File: config.mk
export PLATFORM = sky130hd
export DESIGN_NAME = sspp_seq_top
export DESIGN_NICKNAME = d
export VERILOG_FILES = /design/src/design/sspp_timer.v /design/src/design/sspp_irq.v /design/src/design/sspp_seq_top.v
export VERILOG_INCLUDE_DIRS = /design/src /design/src/design
export SDC_FILE = /design/constraint.sdc
export NUM_CORES = 1
export LEC_CHECK = 0
export BUFFER_PORTS_ARGS = -buffer_cell sky130_fd_sc_hd__buf_2
export CORE_ASPECT_RATIO = 0.7
export CORE_MARGIN = 4
export CORE_UTILIZATION = 39
export CTS_BUF_LIST = sky130_fd_sc_hd__clkbuf_4 sky130_fd_sc_hd__clkbuf_8
export DETAILED_ROUTE_END_ITERATION = 8
export GPL_ROUTABILITY_DRIVEN = 1
export PLACE_DENSITY = 0.67
export SETUP_SLACK_MARGIN = 0.3
export SLEW_MARGIN = 20
export SYNTH_ARGS = -nofsm -noshare
export SYNTH_HDL_FRONTEND = slang
export SYNTH_SLANG_ARGS = --single-unit
File: constraint.sdc
create_clock -name clk -period 7.8 [get_ports clk]
set_clock_uncertainty 0.1 [all_clocks]
set_input_delay 1.56 -clock clk [delete_from_list [all_inputs] [get_ports clk]]
set_output_delay 1.56 -clock clk [all_outputs]
set_load 0.03 [all_outputs]
File: src/design/sspp_defines.vh
// shared constants for the soft start / power good / polarity sequencer
`ifndef SSPP_DEFINES_VH
`define SSPP_DEFINES_VH

// bus geometry and timer counter width
`define SSPP_AW 8
`define SSPP_DW 32
`define SSPP_CW 27

// register indices; the byte address is four times the index
`define SSPP_IDX_PWRSS 8'h2C
`define SSPP_IDX_POL 8'h2D
// own registers, byte addresses
`define SSPP_ADDR_STAT 8'hC0
`define SSPP_ADDR_MASK 8'hC4
`define SSPP_ADDR_MON 8'hC8

// reset values
`define SSPP_PWRSS_RST 8'h00
`define SSPP_POL_RST 8'h00
`define SSPP_MASK_RST 6'h00

// power-on / soft start register fields
`define SSPP_SRC_HI 7
`define SSPP_SRC_LO 6
`define SSPP_SWON_BIT 5
`define SSPP_DLY_HI 4
`define SSPP_DLY_LO 3
`define SSPP_SSTOP_BIT 2
`define SSPP_SS_HI 1
`define SSPP_SS_LO 0

// polarity / power good register fields
`define SSPP_DEB_HI 7
`define SSPP_DEB_LO 4
`define SSPP_PG2ALL_BIT 3
`define SSPP_FLPOL_BIT 2
`define SSPP_GATEPOL_BIT 1
`define SSPP_PONPOL_BIT 0

// power-on source codes
`define SSPP_SRC_ALWAYS 2'h0
`define SSPP_SRC_PIN 2'h1
`define SSPP_SRC_SW 2'h2
`define SSPP_SRC_BOTH 2'h3

// interrupt events
`define SSPP_EV_N 6
`define SSPP_EV_PG1_RISE 0
`define SSPP_EV_PG1_FALL 1
`define SSPP_EV_FAULT_OFF 2
`define SSPP_EV_SS_DONE 3
`define SSPP_EV_STOP_DONE 4
`define SSPP_EV_PG2_FALL 5

// fault inputs that must be within limits for power good
`define SSPP_LIM_N 7

// times and clock rate
`define SSPP_CLK_HZ 40000000
`define SSPP_DLY_HALF_MS 500
`define SSPP_DLY_ONE_MS 1000
`define SSPP_DLY_TWO_MS 2000
`define SSPP_SS_360_US 360
`define SSPP_SS_10_MS 10
`define SSPP_SS_20_MS 20
`define SSPP_SS_40_MS 40
`define SSPP_DEB_320_MS 320
`define SSPP_DEB_200_MS 200
`define SSPP_DEB_600_MS 600

`endif

File: src/design/sspp_timer.v
// down-counting interval timer, reloadable
`timescale 1ns/1ps
`default_nettype none
`include "sspp_defines.vh"
module sspp_timer (
  input wire clk,
  input wire arst_n,
  input wire load,
  input wire [`SSPP_CW-1:0] load_val,
  output wire expired
);
  reg [`SSPP_CW-1:0] cnt_q;
  reg [`SSPP_CW-1:0] cnt_d;

  always @* begin
    cnt_d = cnt_q;
    if (load) begin
      cnt_d = load_val;
    end else if (cnt_q != {`SSPP_CW{1'b0}}) begin
      cnt_d = cnt_q - {{(`SSPP_CW-1){1'b0}}, 1'b1};
    end
  end

  always @(posedge clk or negedge arst_n) begin
    if (!arst_n) begin
      cnt_q <= {`SSPP_CW{1'b0}};
    end else begin
      cnt_q <= cnt_d;
    end
  end

  // a zero load expires on the very next cycle
  assign expired = (cnt_q == {`SSPP_CW{1'b0}});
endmodule // sspp_timer
`default_nettype wire

File: src/design/sspp_irq.v
// sticky event status with mask and read-to-clear
`timescale 1ns/1ps
`default_nettype none
`include "sspp_defines.vh"
module sspp_irq (
  input wire clk,
  input wire arst_n,
  input wire [`SSPP_EV_N-1:0] ev,
  input wire [`SSPP_EV_N-1:0] mask,
  input wire rd_clr,
  output wire [`SSPP_EV_N-1:0] status,
  output reg irq
);
  reg [`SSPP_EV_N-1:0] stat_q;
  wire [`SSPP_EV_N-1:0] stat_d;

  genvar i;
  generate
    for (i = 0; i < `SSPP_EV_N; i = i + 1) begin : g_bit
      // set wins over the read clear so no event is lost
      assign stat_d[i] = ev[i] | (stat_q[i] & ~rd_clr);
    end
  endgenerate

  always @(posedge clk or negedge arst_n) begin
    if (!arst_n) begin
      stat_q <= {`SSPP_EV_N{1'b0}};
      irq <= 1'b0;
    end else begin
      stat_q <= stat_d;
      irq <= |(stat_d & mask);
    end
  end

  assign status = stat_q;
endmodule // sspp_irq
`default_nettype wire

File: src/design/sspp_seq_top.v
// power-on sequencing, soft start/stop, power good and pin polarity with apb registers
//
// Chosen here: register access over APB.
`timescale 1ns/1ps
`default_nettype none
`include "sspp_defines.vh"
// Behaviour
// - wait coded delay before soft start
// - soft stop enabled ramps down on faults too
// - soft stop lasts the soft start time
// - coded soft start ramp 360us to 40ms
// - primary power good waits debounce, limits ok
// - coded primary power good debounce time
// - power-on release debounced before power good drops
// - flag option lets every flag reach secondary
// - external fault input polarity bit
// - oring gate output polarity bit
// - power-on request pin polarity bit
module sspp_seq_top #(
  parameter [31:0] CYC_DLY_HALF = `SSPP_DLY_HALF_MS * (`SSPP_CLK_HZ / 1000),
  parameter [31:0] CYC_DLY_ONE = `SSPP_DLY_ONE_MS * (`SSPP_CLK_HZ / 1000),
  parameter [31:0] CYC_DLY_TWO = `SSPP_DLY_TWO_MS * (`SSPP_CLK_HZ / 1000),
  parameter [31:0] CYC_SS_360U = `SSPP_SS_360_US * (`SSPP_CLK_HZ / 1000000),
  parameter [31:0] CYC_SS_10M = `SSPP_SS_10_MS * (`SSPP_CLK_HZ / 1000),
  parameter [31:0] CYC_SS_20M = `SSPP_SS_20_MS * (`SSPP_CLK_HZ / 1000),
  parameter [31:0] CYC_SS_40M = `SSPP_SS_40_MS * (`SSPP_CLK_HZ / 1000),
  parameter [31:0] CYC_DEB_320M = `SSPP_DEB_320_MS * (`SSPP_CLK_HZ / 1000),
  parameter [31:0] CYC_DEB_200M = `SSPP_DEB_200_MS * (`SSPP_CLK_HZ / 1000),
  parameter [31:0] CYC_DEB_600M = `SSPP_DEB_600_MS * (`SSPP_CLK_HZ / 1000)
) (
  input wire clk,
  input wire arst_n,
  input wire psel,
  input wire penable,
  input wire pwrite,
  input wire [`SSPP_AW-1:0] paddr,
  input wire [`SSPP_DW-1:0] pwdata,
  output reg [`SSPP_DW-1:0] prdata,
  output wire pready,
  output wire pslverr,
  input wire power_on_request_pin,
  input wire external_fault_input,
  input wire [`SSPP_LIM_N-1:0] limit_fault,
  input wire [`SSPP_LIM_N:0] flag_ignore,
  output reg switching_en,
  output reg softstart_active,
  output reg softstop_active,
  output reg oring_gate_out,
  output reg power_good_primary_out,
  output reg power_good_secondary_out,
  output wire irq
);
  localparam [2:0] ST_OFF = 3'h0;
  localparam [2:0] ST_DELAY = 3'h1;
  localparam [2:0] ST_RAMP_UP = 3'h2;
  localparam [2:0] ST_ON = 3'h3;
  localparam [2:0] ST_RAMP_DN = 3'h4;

  function [`SSPP_AW-1:0] idx_addr;
    input [7:0] idx;
    begin
      idx_addr = {idx[5:0], 2'b00};
    end
  endfunction

  function addr_known;
    input [`SSPP_AW-1:0] a;
    begin
      addr_known = (a == idx_addr(`SSPP_IDX_PWRSS)) || (a == idx_addr(`SSPP_IDX_POL)) ||
                   (a == `SSPP_ADDR_STAT) || (a == `SSPP_ADDR_MASK) || (a == `SSPP_ADDR_MON);
    end
  endfunction

  function [`SSPP_CW-1:0] delay_cycles;
    input [1:0] code;
    begin
      case (code)
        2'h0: delay_cycles = {`SSPP_CW{1'b0}};
        2'h1: delay_cycles = CYC_DLY_HALF[`SSPP_CW-1:0];
        2'h2: delay_cycles = CYC_DLY_ONE[`SSPP_CW-1:0];
        default: delay_cycles = CYC_DLY_TWO[`SSPP_CW-1:0];
      endcase
    end
  endfunction

  function [`SSPP_CW-1:0] ramp_cycles;
    input [1:0] code;
    begin
      case (code)
        2'h0: ramp_cycles = CYC_SS_360U[`SSPP_CW-1:0];
        2'h1: ramp_cycles = CYC_SS_10M[`SSPP_CW-1:0];
        2'h2: ramp_cycles = CYC_SS_20M[`SSPP_CW-1:0];
        default: ramp_cycles = CYC_SS_40M[`SSPP_CW-1:0];
      endcase
    end
  endfunction

  // only the upper two code bits are decoded; each listed value repeats over four codes
  function [`SSPP_CW-1:0] debounce_cycles;
    input [3:0] code;
    begin
      case (code[3:2])
        2'h0: debounce_cycles = CYC_DEB_320M[`SSPP_CW-1:0];
        2'h1: debounce_cycles = CYC_DEB_200M[`SSPP_CW-1:0];
        2'h2: debounce_cycles = CYC_DEB_600M[`SSPP_CW-1:0];
        default: debounce_cycles = {`SSPP_CW{1'b0}};
      endcase
    end
  endfunction

  // registers
  reg [7:0] pwrss_q;
  reg [7:0] pol_q;
  reg [`SSPP_EV_N-1:0] mask_q;
  wire [`SSPP_EV_N-1:0] status;

  // apb decode: zero wait states, error on unknown address
  wire apb_setup = psel & ~penable;
  wire apb_access = psel & penable;
  wire apb_wr = apb_access & pwrite;
  wire stat_rd_clr = apb_access & ~pwrite & (paddr == `SSPP_ADDR_STAT);

  assign pready = 1'b1;
  assign pslverr = apb_access & ~addr_known(paddr);

  always @(posedge clk or negedge arst_n) begin
    if (!arst_n) begin
      pwrss_q <= `SSPP_PWRSS_RST;
      pol_q <= `SSPP_POL_RST;
      mask_q <= `SSPP_MASK_RST;
    end else if (apb_wr) begin
      if (paddr == idx_addr(`SSPP_IDX_PWRSS)) begin
        pwrss_q <= pwdata[7:0];
      end
      if (paddr == idx_addr(`SSPP_IDX_POL)) begin
        pol_q <= pwdata[7:0];
      end
      if (paddr == `SSPP_ADDR_MASK) begin
        mask_q <= pwdata[`SSPP_EV_N-1:0];
      end
    end
  end

  // input polarity first, ahead of any timing or fault use
  wire pin_on = power_on_request_pin ^ pol_q[`SSPP_PONPOL_BIT];
  wire ext_flag = external_fault_input ^ pol_q[`SSPP_FLPOL_BIT];

  reg pon;
  always @* begin
    case (pwrss_q[`SSPP_SRC_HI:`SSPP_SRC_LO])
      `SSPP_SRC_ALWAYS: pon = 1'b1;
      `SSPP_SRC_PIN: pon = pin_on;
      `SSPP_SRC_SW: pon = pwrss_q[`SSPP_SWON_BIT];
      default: pon = pin_on & pwrss_q[`SSPP_SWON_BIT];
    endcase
  end

  // fault flags: the limit checks plus the external input
  wire [`SSPP_LIM_N:0] flags = {limit_fault, ext_flag};
  wire limits_ok = ~|limit_fault;
  wire shut_fault = |(flags & ~flag_ignore);
  // with the option set, ignored flags still count for the secondary good
  wire pg2_bad = pol_q[`SSPP_PG2ALL_BIT] ? (|flags) : shut_fault;
  wire soft_stop_en = pwrss_q[`SSPP_SSTOP_BIT];
  wire [`SSPP_CW-1:0] ramp_val = ramp_cycles(pwrss_q[`SSPP_SS_HI:`SSPP_SS_LO]);

  // sequencer
  reg [2:0] state_q;
  reg [2:0] state_d;
  reg seq_load;
  reg [`SSPP_CW-1:0] seq_val;
  reg ev_fault_off;
  reg ev_ss_done;
  reg ev_stop_done;
  wire seq_expired;

  sspp_timer u_seq_tmr (
    .clk(clk),
    .arst_n(arst_n),
    .load(seq_load),
    .load_val(seq_val),
    .expired(seq_expired)
  );

  always @* begin
    state_d = state_q;
    seq_load = 1'b0;
    seq_val = ramp_val;
    ev_fault_off = 1'b0;
    ev_ss_done = 1'b0;
    ev_stop_done = 1'b0;
    case (state_q)
      ST_OFF: begin
        if (pon && !shut_fault) begin
          state_d = ST_DELAY;
          seq_load = 1'b1;
          seq_val = delay_cycles(pwrss_q[`SSPP_DLY_HI:`SSPP_DLY_LO]);
        end
      end
      ST_DELAY: begin
        if (!pon || shut_fault) begin
          state_d = ST_OFF;
        end else if (seq_expired) begin
          state_d = ST_RAMP_UP;
          seq_load = 1'b1;
        end
      end
      ST_RAMP_UP, ST_ON: begin
        if (shut_fault || !pon) begin
          ev_fault_off = shut_fault;
          if (soft_stop_en) begin
            // stop ramp reuses the start ramp length
            state_d = ST_RAMP_DN;
            seq_load = 1'b1;
          end else begin
            state_d = ST_OFF;
          end
        end else if (state_q == ST_RAMP_UP && seq_expired) begin
          state_d = ST_ON;
          ev_ss_done = 1'b1;
        end
      end
      ST_RAMP_DN: begin
        // a started stop ramp always runs to its end
        if (seq_expired) begin
          state_d = ST_OFF;
          ev_stop_done = 1'b1;
        end
      end
      default: begin
        state_d = ST_OFF;
      end
    endcase
  end

  always @(posedge clk or negedge arst_n) begin
    if (!arst_n) begin
      state_q <= ST_OFF;
      switching_en <= 1'b0;
      softstart_active <= 1'b0;
      softstop_active <= 1'b0;
      oring_gate_out <= 1'b0;
    end else begin
      state_q <= state_d;
      switching_en <= (state_d == ST_RAMP_UP) || (state_d == ST_ON) || (state_d == ST_RAMP_DN);
      softstart_active <= (state_d == ST_RAMP_UP);
      softstop_active <= (state_d == ST_RAMP_DN);
      // gate on once the output has reached nominal
      oring_gate_out <= (state_d == ST_ON) ^ pol_q[`SSPP_GATEPOL_BIT];
    end
  end

  // primary power good with its own debounce timer
  reg pg_arm_q;
  reg pg_arm_d;
  reg pg1_d;
  reg pg_load;
  wire pg_expired;
  wire [`SSPP_CW-1:0] deb_val = debounce_cycles(pol_q[`SSPP_DEB_HI:`SSPP_DEB_LO]);

  sspp_timer u_pg_tmr (
    .clk(clk),
    .arst_n(arst_n),
    .load(pg_load),
    .load_val(deb_val),
    .expired(pg_expired)
  );

  always @* begin
    pg1_d = power_good_primary_out;
    pg_arm_d = pg_arm_q;
    pg_load = 1'b0;
    if (!power_good_primary_out) begin
      if (!(state_q == ST_ON && limits_ok && pon)) begin
        pg_arm_d = 1'b0;
      end else if (!pg_arm_q) begin
        pg_arm_d = 1'b1;
        pg_load = 1'b1;
      end else if (pg_expired) begin
        pg1_d = 1'b1;
        pg_arm_d = 1'b0;
      end
    end else begin
      // a real fault drops good at once, only a power-off request is debounced
      if (!limits_ok || shut_fault) begin
        pg1_d = 1'b0;
        pg_arm_d = 1'b0;
      end else if (pon) begin
        pg_arm_d = 1'b0;
      end else if (!pg_arm_q) begin
        pg_arm_d = 1'b1;
        pg_load = 1'b1;
      end else if (pg_expired) begin
        pg1_d = 1'b0;
        pg_arm_d = 1'b0;
      end
    end
  end

  always @(posedge clk or negedge arst_n) begin
    if (!arst_n) begin
      power_good_primary_out <= 1'b0;
      power_good_secondary_out <= 1'b0;
      pg_arm_q <= 1'b0;
    end else begin
      power_good_primary_out <= pg1_d;
      power_good_secondary_out <= ~pg2_bad;
      pg_arm_q <= pg_arm_d;
    end
  end

  // events into the interrupt block
  wire [`SSPP_EV_N-1:0] ev;
  assign ev[`SSPP_EV_PG1_RISE] = pg1_d & ~power_good_primary_out;
  assign ev[`SSPP_EV_PG1_FALL] = ~pg1_d & power_good_primary_out;
  assign ev[`SSPP_EV_FAULT_OFF] = ev_fault_off;
  assign ev[`SSPP_EV_SS_DONE] = ev_ss_done;
  assign ev[`SSPP_EV_STOP_DONE] = ev_stop_done;
  assign ev[`SSPP_EV_PG2_FALL] = pg2_bad & power_good_secondary_out;

  sspp_irq u_irq (
    .clk(clk),
    .arst_n(arst_n),
    .ev(ev),
    .mask(mask_q),
    .rd_clr(stat_rd_clr),
    .status(status),
    .irq(irq)
  );

  // read data captured in the setup cycle, stable through the access
  always @(posedge clk or negedge arst_n) begin
    if (!arst_n) begin
      prdata <= {`SSPP_DW{1'b0}};
    end else if (apb_setup && !pwrite) begin
      if (paddr == idx_addr(`SSPP_IDX_PWRSS)) begin
        prdata <= {24'h000000, pwrss_q};
      end else if (paddr == idx_addr(`SSPP_IDX_POL)) begin
        prdata <= {24'h000000, pol_q};
      end else if (paddr == `SSPP_ADDR_STAT) begin
        // include this cycle's events: the access edge clears them, so they must be reported
        prdata <= {26'h0000000, status | ev};
      end else if (paddr == `SSPP_ADDR_MASK) begin
        prdata <= {26'h0000000, mask_q};
      end else if (paddr == `SSPP_ADDR_MON) begin
        prdata <= {24'h000000, power_good_secondary_out, power_good_primary_out, pon, switching_en,
                   pg_arm_q, state_q};
      end else begin
        prdata <= {`SSPP_DW{1'b0}};
      end
    end
  end
endmodule // sspp_seq_top
`default_nettype wire

# [After elaboration in Yosys (flattened, before gate mapping)]
# Index checks and enable logic that the tools add are counted.
[totals] reg_bits=125 latch_bits=0 ram_bits=0 rom_bits=0 elab_cells=163 memories=0
[op_classes] n_addsub=2 multipliers=0 div=0 n_lt_le_gt_ge=0 eq_ne=20 n_shift=0 mux=53 bitwise=36 n_reduce_logical=36
[op_table] op="$mux 27" count=6
[op_table] op="$pmux 27 s3" count=1
[op_table] op="$pmux 25 s3" count=1
[op_table] op="$pmux 21 s3" count=1
[op_table] op="$logic_not 27->1" count=2
[op_table] op="$reduce_bool 27->1" count=2
[op_table] op="$sub 27x1->27 const B" count=2
[op_table] op="$eq 8x8->1 const B" count=5
[op_table] op="$mux 8" count=5
[op_table] op="$mux 1" count=29
[op_table] op="$mux 3" count=7
[op_table] op="$and 1x1->1" count=16
[op_table] op="$reduce_or 8->1" count=2
[op_table] op="$eq 3x2->1 const B" count=4
[op_table] op="$pmux 3 s4" count=1
[op_table] op="$and 8x8->8" count=1
[op_table] op="$eq 2x1->1 const B" count=4
[op_table] op="$eq 2x2->1 const B" count=4
[op_table] op="$logic_not 2->1" count=4
[op_table] op="$logic_or 1x1->1" count=8
[op_table] op="$not 8->8" count=1
[op_table] op="$not 1->1" count=7
[op_table] op="$reduce_or 7->1" count=1
[op_table] op="$and 6x6->6" count=1
[op_table] op="13 further kinds" count=32

# [Logic depth before layout (Yosys ltp)]
[logic_depth] depth_word=12 depth_mapped=9

# [Cells and area by module]
# From an unflattened synthesis, not the netlist that was laid out.
[hier_totals] hier_cells=667 area_unflattened_um2=6297.3
[modules_own_cells] module="sspp_seq_top" instances=1 cells_per_inst=300 area_each_um2=2786.4
[modules_own_cells] module="sspp_timer at u_pg_tmr" instances=1 cells_per_inst=178 area_each_um2=1627.8
[modules_own_cells] module="sspp_timer at u_seq_tmr" instances=1 cells_per_inst=171 area_each_um2=1620.3
[modules_own_cells] module="sspp_irq" instances=1 cells_per_inst=18 area_each_um2=262.8

# [Least setup slack after synthesis]
# No wires, ideal clock.
[synth_timing] path_kind="in2out" from="input port paddr[5]" to="output port pslverr" arrival_time_ns=3.061 setup_slack_ns=3.079 stages=4 cell_sequence="and4b_1 -> nor2b_1 -> clkbuf_1 -> nor4_1"
[synth_via] elab_chain_cells=7 word_cells_on_any_way=11 cone_classes="eq/ne (5); bitwise (2); reduce/logical (4)"
[synth_lines] element="start: declaration" line_no="sspp_seq_top.v:36" source="input wire [`SSPP_AW-1:0] paddr,"
[synth_lines] element="$eq 8x8->1" line_no="sspp_seq_top.v:69" source="addr_known = (a == idx_addr(`SSPP_IDX_PWRSS)) || (a == idx_addr(`SSPP_IDX_POL)) ||"
[synth_lines] element="$logic_or 1x1->1 (3 in series)" line_no="sspp_seq_top.v:69"
[synth_lines] element="$logic_or 1x1->1 (*)" line_no="sspp_seq_top.v:69"
[synth_lines] element="$not 1->1 (*)" line_no="sspp_seq_top.v:124" source="assign pslverr = apb_access & ~addr_known(paddr);"
[synth_lines] element="$and 1x1->1 (*)" line_no="sspp_seq_top.v:124"
[synth_lines] element="end: declaration" line_no="sspp_seq_top.v:40" source="output wire pslverr,"
# Mark *: on every way between the ends. The rest lies on a longest branch, timed or not.

# [Worst setup path in the final report]
[layout_timing] from="input port paddr[1]" to="output port pslverr"
# The elaborated chain is that of the path after synthesis.

==> results by group <==
Cells and area
  • Combined area of the multi-input logic cells: 3140 um2
  • Post-Layout Inst Area: between 6000 and 7000 um2
  • Number of nets in the final layout: 752
  • Final Util: between 40% and 50%
  • Number of fill cells: ~1,400
  • Layout Area Growth over Synthesis: 10.4%
  • Layout cell share with drive strength beyond 1: 16.1%
  • Flip-flop and latch area: 2530 um2
  • ANT cells: 0

Floorplan
  • Die Width: 156 um
  • Die boundary height: 111 um
  • Die Footprint: ~17,000 um2
  • I/O Pins: around 100
  • Count of standard-cell rows: 37
  • Floorplan core area: between 10,000 and 15,000 um2
  • Initial core utilization: roughly two fifths

Critical path
  • Worst Setup Start Kind: input pin
  • Slack of the worst reg-to-reg path: 4.68 ns
  • Depth of the worst register-to-register path: 7
  • Standard cell with the maximum stage delay on the critical path: nor2b_1
  • Largest stage delay on the critical path: 0.57 ns
  • Total stage count of the critical path: 5
  • Data arrival at the endpoint of the critical path: roughly 3 ns
  • Required time worst endpoint: between 6 and 7 ns
  • Kind of cell adding the most delay to the critical path: simple AND/OR/NAND/NOR gates
  • Cell mode on critical path: buf_2
  • Endpoint type of the worst setup path: primary output
  • Cells traversed along the worst timing path: buf_2, or3_1, nor2b_1, nor4_1, buf_2
  • Launch point of the worst reg-to-reg path: u_seq_tmr.cnt_q[0]
  • Worst flop-to-flop path endpoint: u_seq_tmr.cnt_q[10]
  • Worst Path Buf+Inv: 2
  • Setup CP Type: input pin to primary output
  • Crit path max fanout: 10

Clock network
  • Number of buffers added to fix hold violations after cts: 0
  • Root buffer selected by CTS: clkbuf_8
  • Post-cts resize count: 0
  • Number of clock buffers inserted by TritonCTS: 9
  • Clock Latency Late Sink: 0.37 ns
  • H-tree levels: 3
  • CTS clk-pin slew, worst paths: 0.10 ns
  • CTS Buffer Depth: 2
  • TritonCTS clock tree: yes
  • Post-CTS setup buffer count: 0
  • Sink Count: approximately 100

GRT
  • Global-route wire length before repair: between 20 and 30 mm
  • Total routing resource utilization after global routing: 17.9%
  • Vias in the first global route: 4,790
  • Antenna violations before repair: 0
  • Total gr overflow: 0
  • Pin count of the biggest net entering global routing: 73

Place
  • Number of buffers inserted by port buffering: 53
  • Post-place instance area: 6300 um2
  • Final estimated routing congestion in global placement: 0.871
  • Placed wire-length estimate after detailed placement: around 11 mm

Timing
  • Slew headroom: 36.3%
  • Total count of hold-check failures in the final report: 0
  • Min cycle time layout: 4.73 ns
  • Final Max Tran Viols: 0
  • Hold WS: 0.390 ns
  • Share of the cycle needed by the critical path after routing: about three fifths
  • Accumulated negative setup slack: 0 ns
  • Setup violations, final: 0
  • Slew at the pin closest to its max-slew limit: 0.953 ns
  • Fmax: approximately 0.21 GHz
  • Setup repair after global routing missed its margin: no

Pwr
  • Clock Power Share: 29.6%
  • Pint: 0.989 mW
  • Static Leak: 2.83 nW
  • Net switching component of the power: between 0.4 and 0.5 mW
  • Maximum vdd ir drop: 92.6 uV
  • Gate power share: 22.4%
  • Seq pwr share: between 40 and 50%
  • Power density normalized to cell area: ~220 nW/um2
  • Sw frac: 32.3%

Synthesis
  • Parity-gate share of the synthesized area counting xor and xnor cells: 6.77%
  • Mux cell area share after synthesis: 3.95%
  • Area of the mapped netlist: just under 6000 um2
  • Proportion of register bits with asynchronous set or reset after synthesis: 100%
  • Simple-gate share of the synthesized area: 22.8%
  • Distinct cell type count after synthesis: 70
  • Compound-Gate Fraction of Synth Area: 14.3%
  • Post-synthesis instance total: 630
  • Share of the yosys chip area belonging to registers: around 42%
  • Yosys warnings: 0
  • Count of flip-flops with a built-in enable after synthesis: 0
  • Adder-cell share of the synthesized area: 3.36%
  • Synth Area per Inst: 9.44 um2
  • Seq cells post-synth: 101
  • Combinational family with the most area after synthesis: simple AND/OR/NAND/NOR gates
  • Primary flip-flop cell chosen by synthesis mapping: dfrtp_1

Detailed routing
  • Detailed-route wire length per cell: 17.4 um
  • Number of antenna-violating nets in the routed design: 0
  • Total Wirelength: 15.2 mm
  • Average via count per standard cell: around 5.7
  • Via count of the routed design: approximately 5,000
  • Detailed Routing Iterations Pass 1: 6
  • Remaining design rule violation count: 0
  • First-iteration detailed-routing DRC count: 482

Outcome
  • Outcome: completed

Worst hold path
  • Destination of the worst hold path: prdata[7]
  • Launch point of the worst hold path: prdata[7]
  • Min-delay worst type: flop to flop
  • Worst hold path depth: 2

Run
  • Max_cap viols: 0
==> state kept, by name, summed over array words and instances, names as in the netlist, 3 cells and up <==
name / count
mask_q: 6
pol_q: 8
prdata: 8
pwrss_q: 8
state_q: 3
u_irq.status: 6
u_pg_tmr.cnt_q: 27
u_seq_tmr.cnt_q: 27
==> how the worst max path moves through the flow <==
| stage | from | to |
|---|---|---|
| after floorplan | paddr[5] | pslverr |
| after global placement | paddr[1] | pslverr |
| after detailed placement | paddr[1] | pslverr |
| after CTS | paddr[1] | pslverr |
| after global routing | paddr[1] | pslverr |
| final | paddr[1] | pslverr |
==> synthesized netlist by cell type, types with 14 or more instances <==
library cell	number	area, um2
a21oi_1	18	90.1
buf_4	25	188
clkbuf_1	15	56.3
dfrtp_1	101	2530
ha_1	16	200
inv_1	23	86.3
mux2_2	20	225
nand2_1	52	195
nand3_1	21	105
nor2_1	54	203
nor3_1	26	130
o21ai_0	30	150
o21ai_1	14	70.1
xnor2_1	25	219
xor2_1	21	184
==> per-layer routing <==
metal / wire, um / share of wire (%) / global-route usage [%]
met2: 6550 / 43 / 25.6
met5: 0 / 0 / 0
met1: 7360 / 48 / 27.4
met3: 1160 / 7.6 / 3.92
met4: 170 / 1.1 / 4.43
==> power by group through the flow <==
stage	combinational, mW	sequential (mW)	clock (mW)
floorplan	0.253	0.695	0
global placement	0.313	0.704	0
detailed placement	0.325	0.709	0
CTS	0.328	0.700	0.443
global route	0.370	0.714	0.465
finish	0.327	0.703	0.432
==> placed cells by master, fill, tap and decap left out, types with 9 or more instances in the layout <==
| master | n |
|---|---|
| dfrtp_1 | 101 |
| nor2_1 | 54 |
| nand2_1 | 52 |
| buf_2 | 52 |
| o21ai_0 | 30 |
| nor3_1 | 26 |
| xnor2_1 | 25 |
| conb_1 | 25 |
| inv_1 | 23 |
| nand3_1 | 21 |
| xor2_1 | 21 |
| mux2_2 | 20 |
| a21oi_1 | 18 |
| ha_1 | 16 |
| o21ai_1 | 14 |
| nor4_1 | 12 |
| a211oi_1 | 12 |
| or3_1 | 11 |
| nand4_1 | 10 |
| and3_1 | 9 |
| clkbuf_8 | 9 |
==> logic make-up after synthesis <==
logic type | count (synthesis)
compound gates | 127
xor+xnor | 46
fa+ha+maj | 16
buf+inv | 70
flops | 101
mux | 21
other cells | 2
simple gates | 247
==> tightest hold or removal path, cell delays in order, from the launching register on <==
cell,delay [ns]
dfrtp_1,0.35
nand2_1,0.05
o21ai_0,0.06
==> cell type report <==
type,instances,share of cell area [%]
tap,195,3.72
sequential,101,38.5
inverter,23,1.31
timing repair buffer,57,4.54
clock buffer,10,2.00
clock inverter,6,2.06
multi-input combinational,482,47.9
==> metrics by stage <==
stage                     setup slack [ns]  total power [mW]  std cells
after CTS                             3.10              1.47        874
after global placement                3.16              1.02        858
after detailed placement              3.10              1.03        858
final                                 3.07              1.46        874
after global routing                  2.91              1.55        874
after floorplan                       3.08             0.948        653
Power figures use the tool's default switching activity.
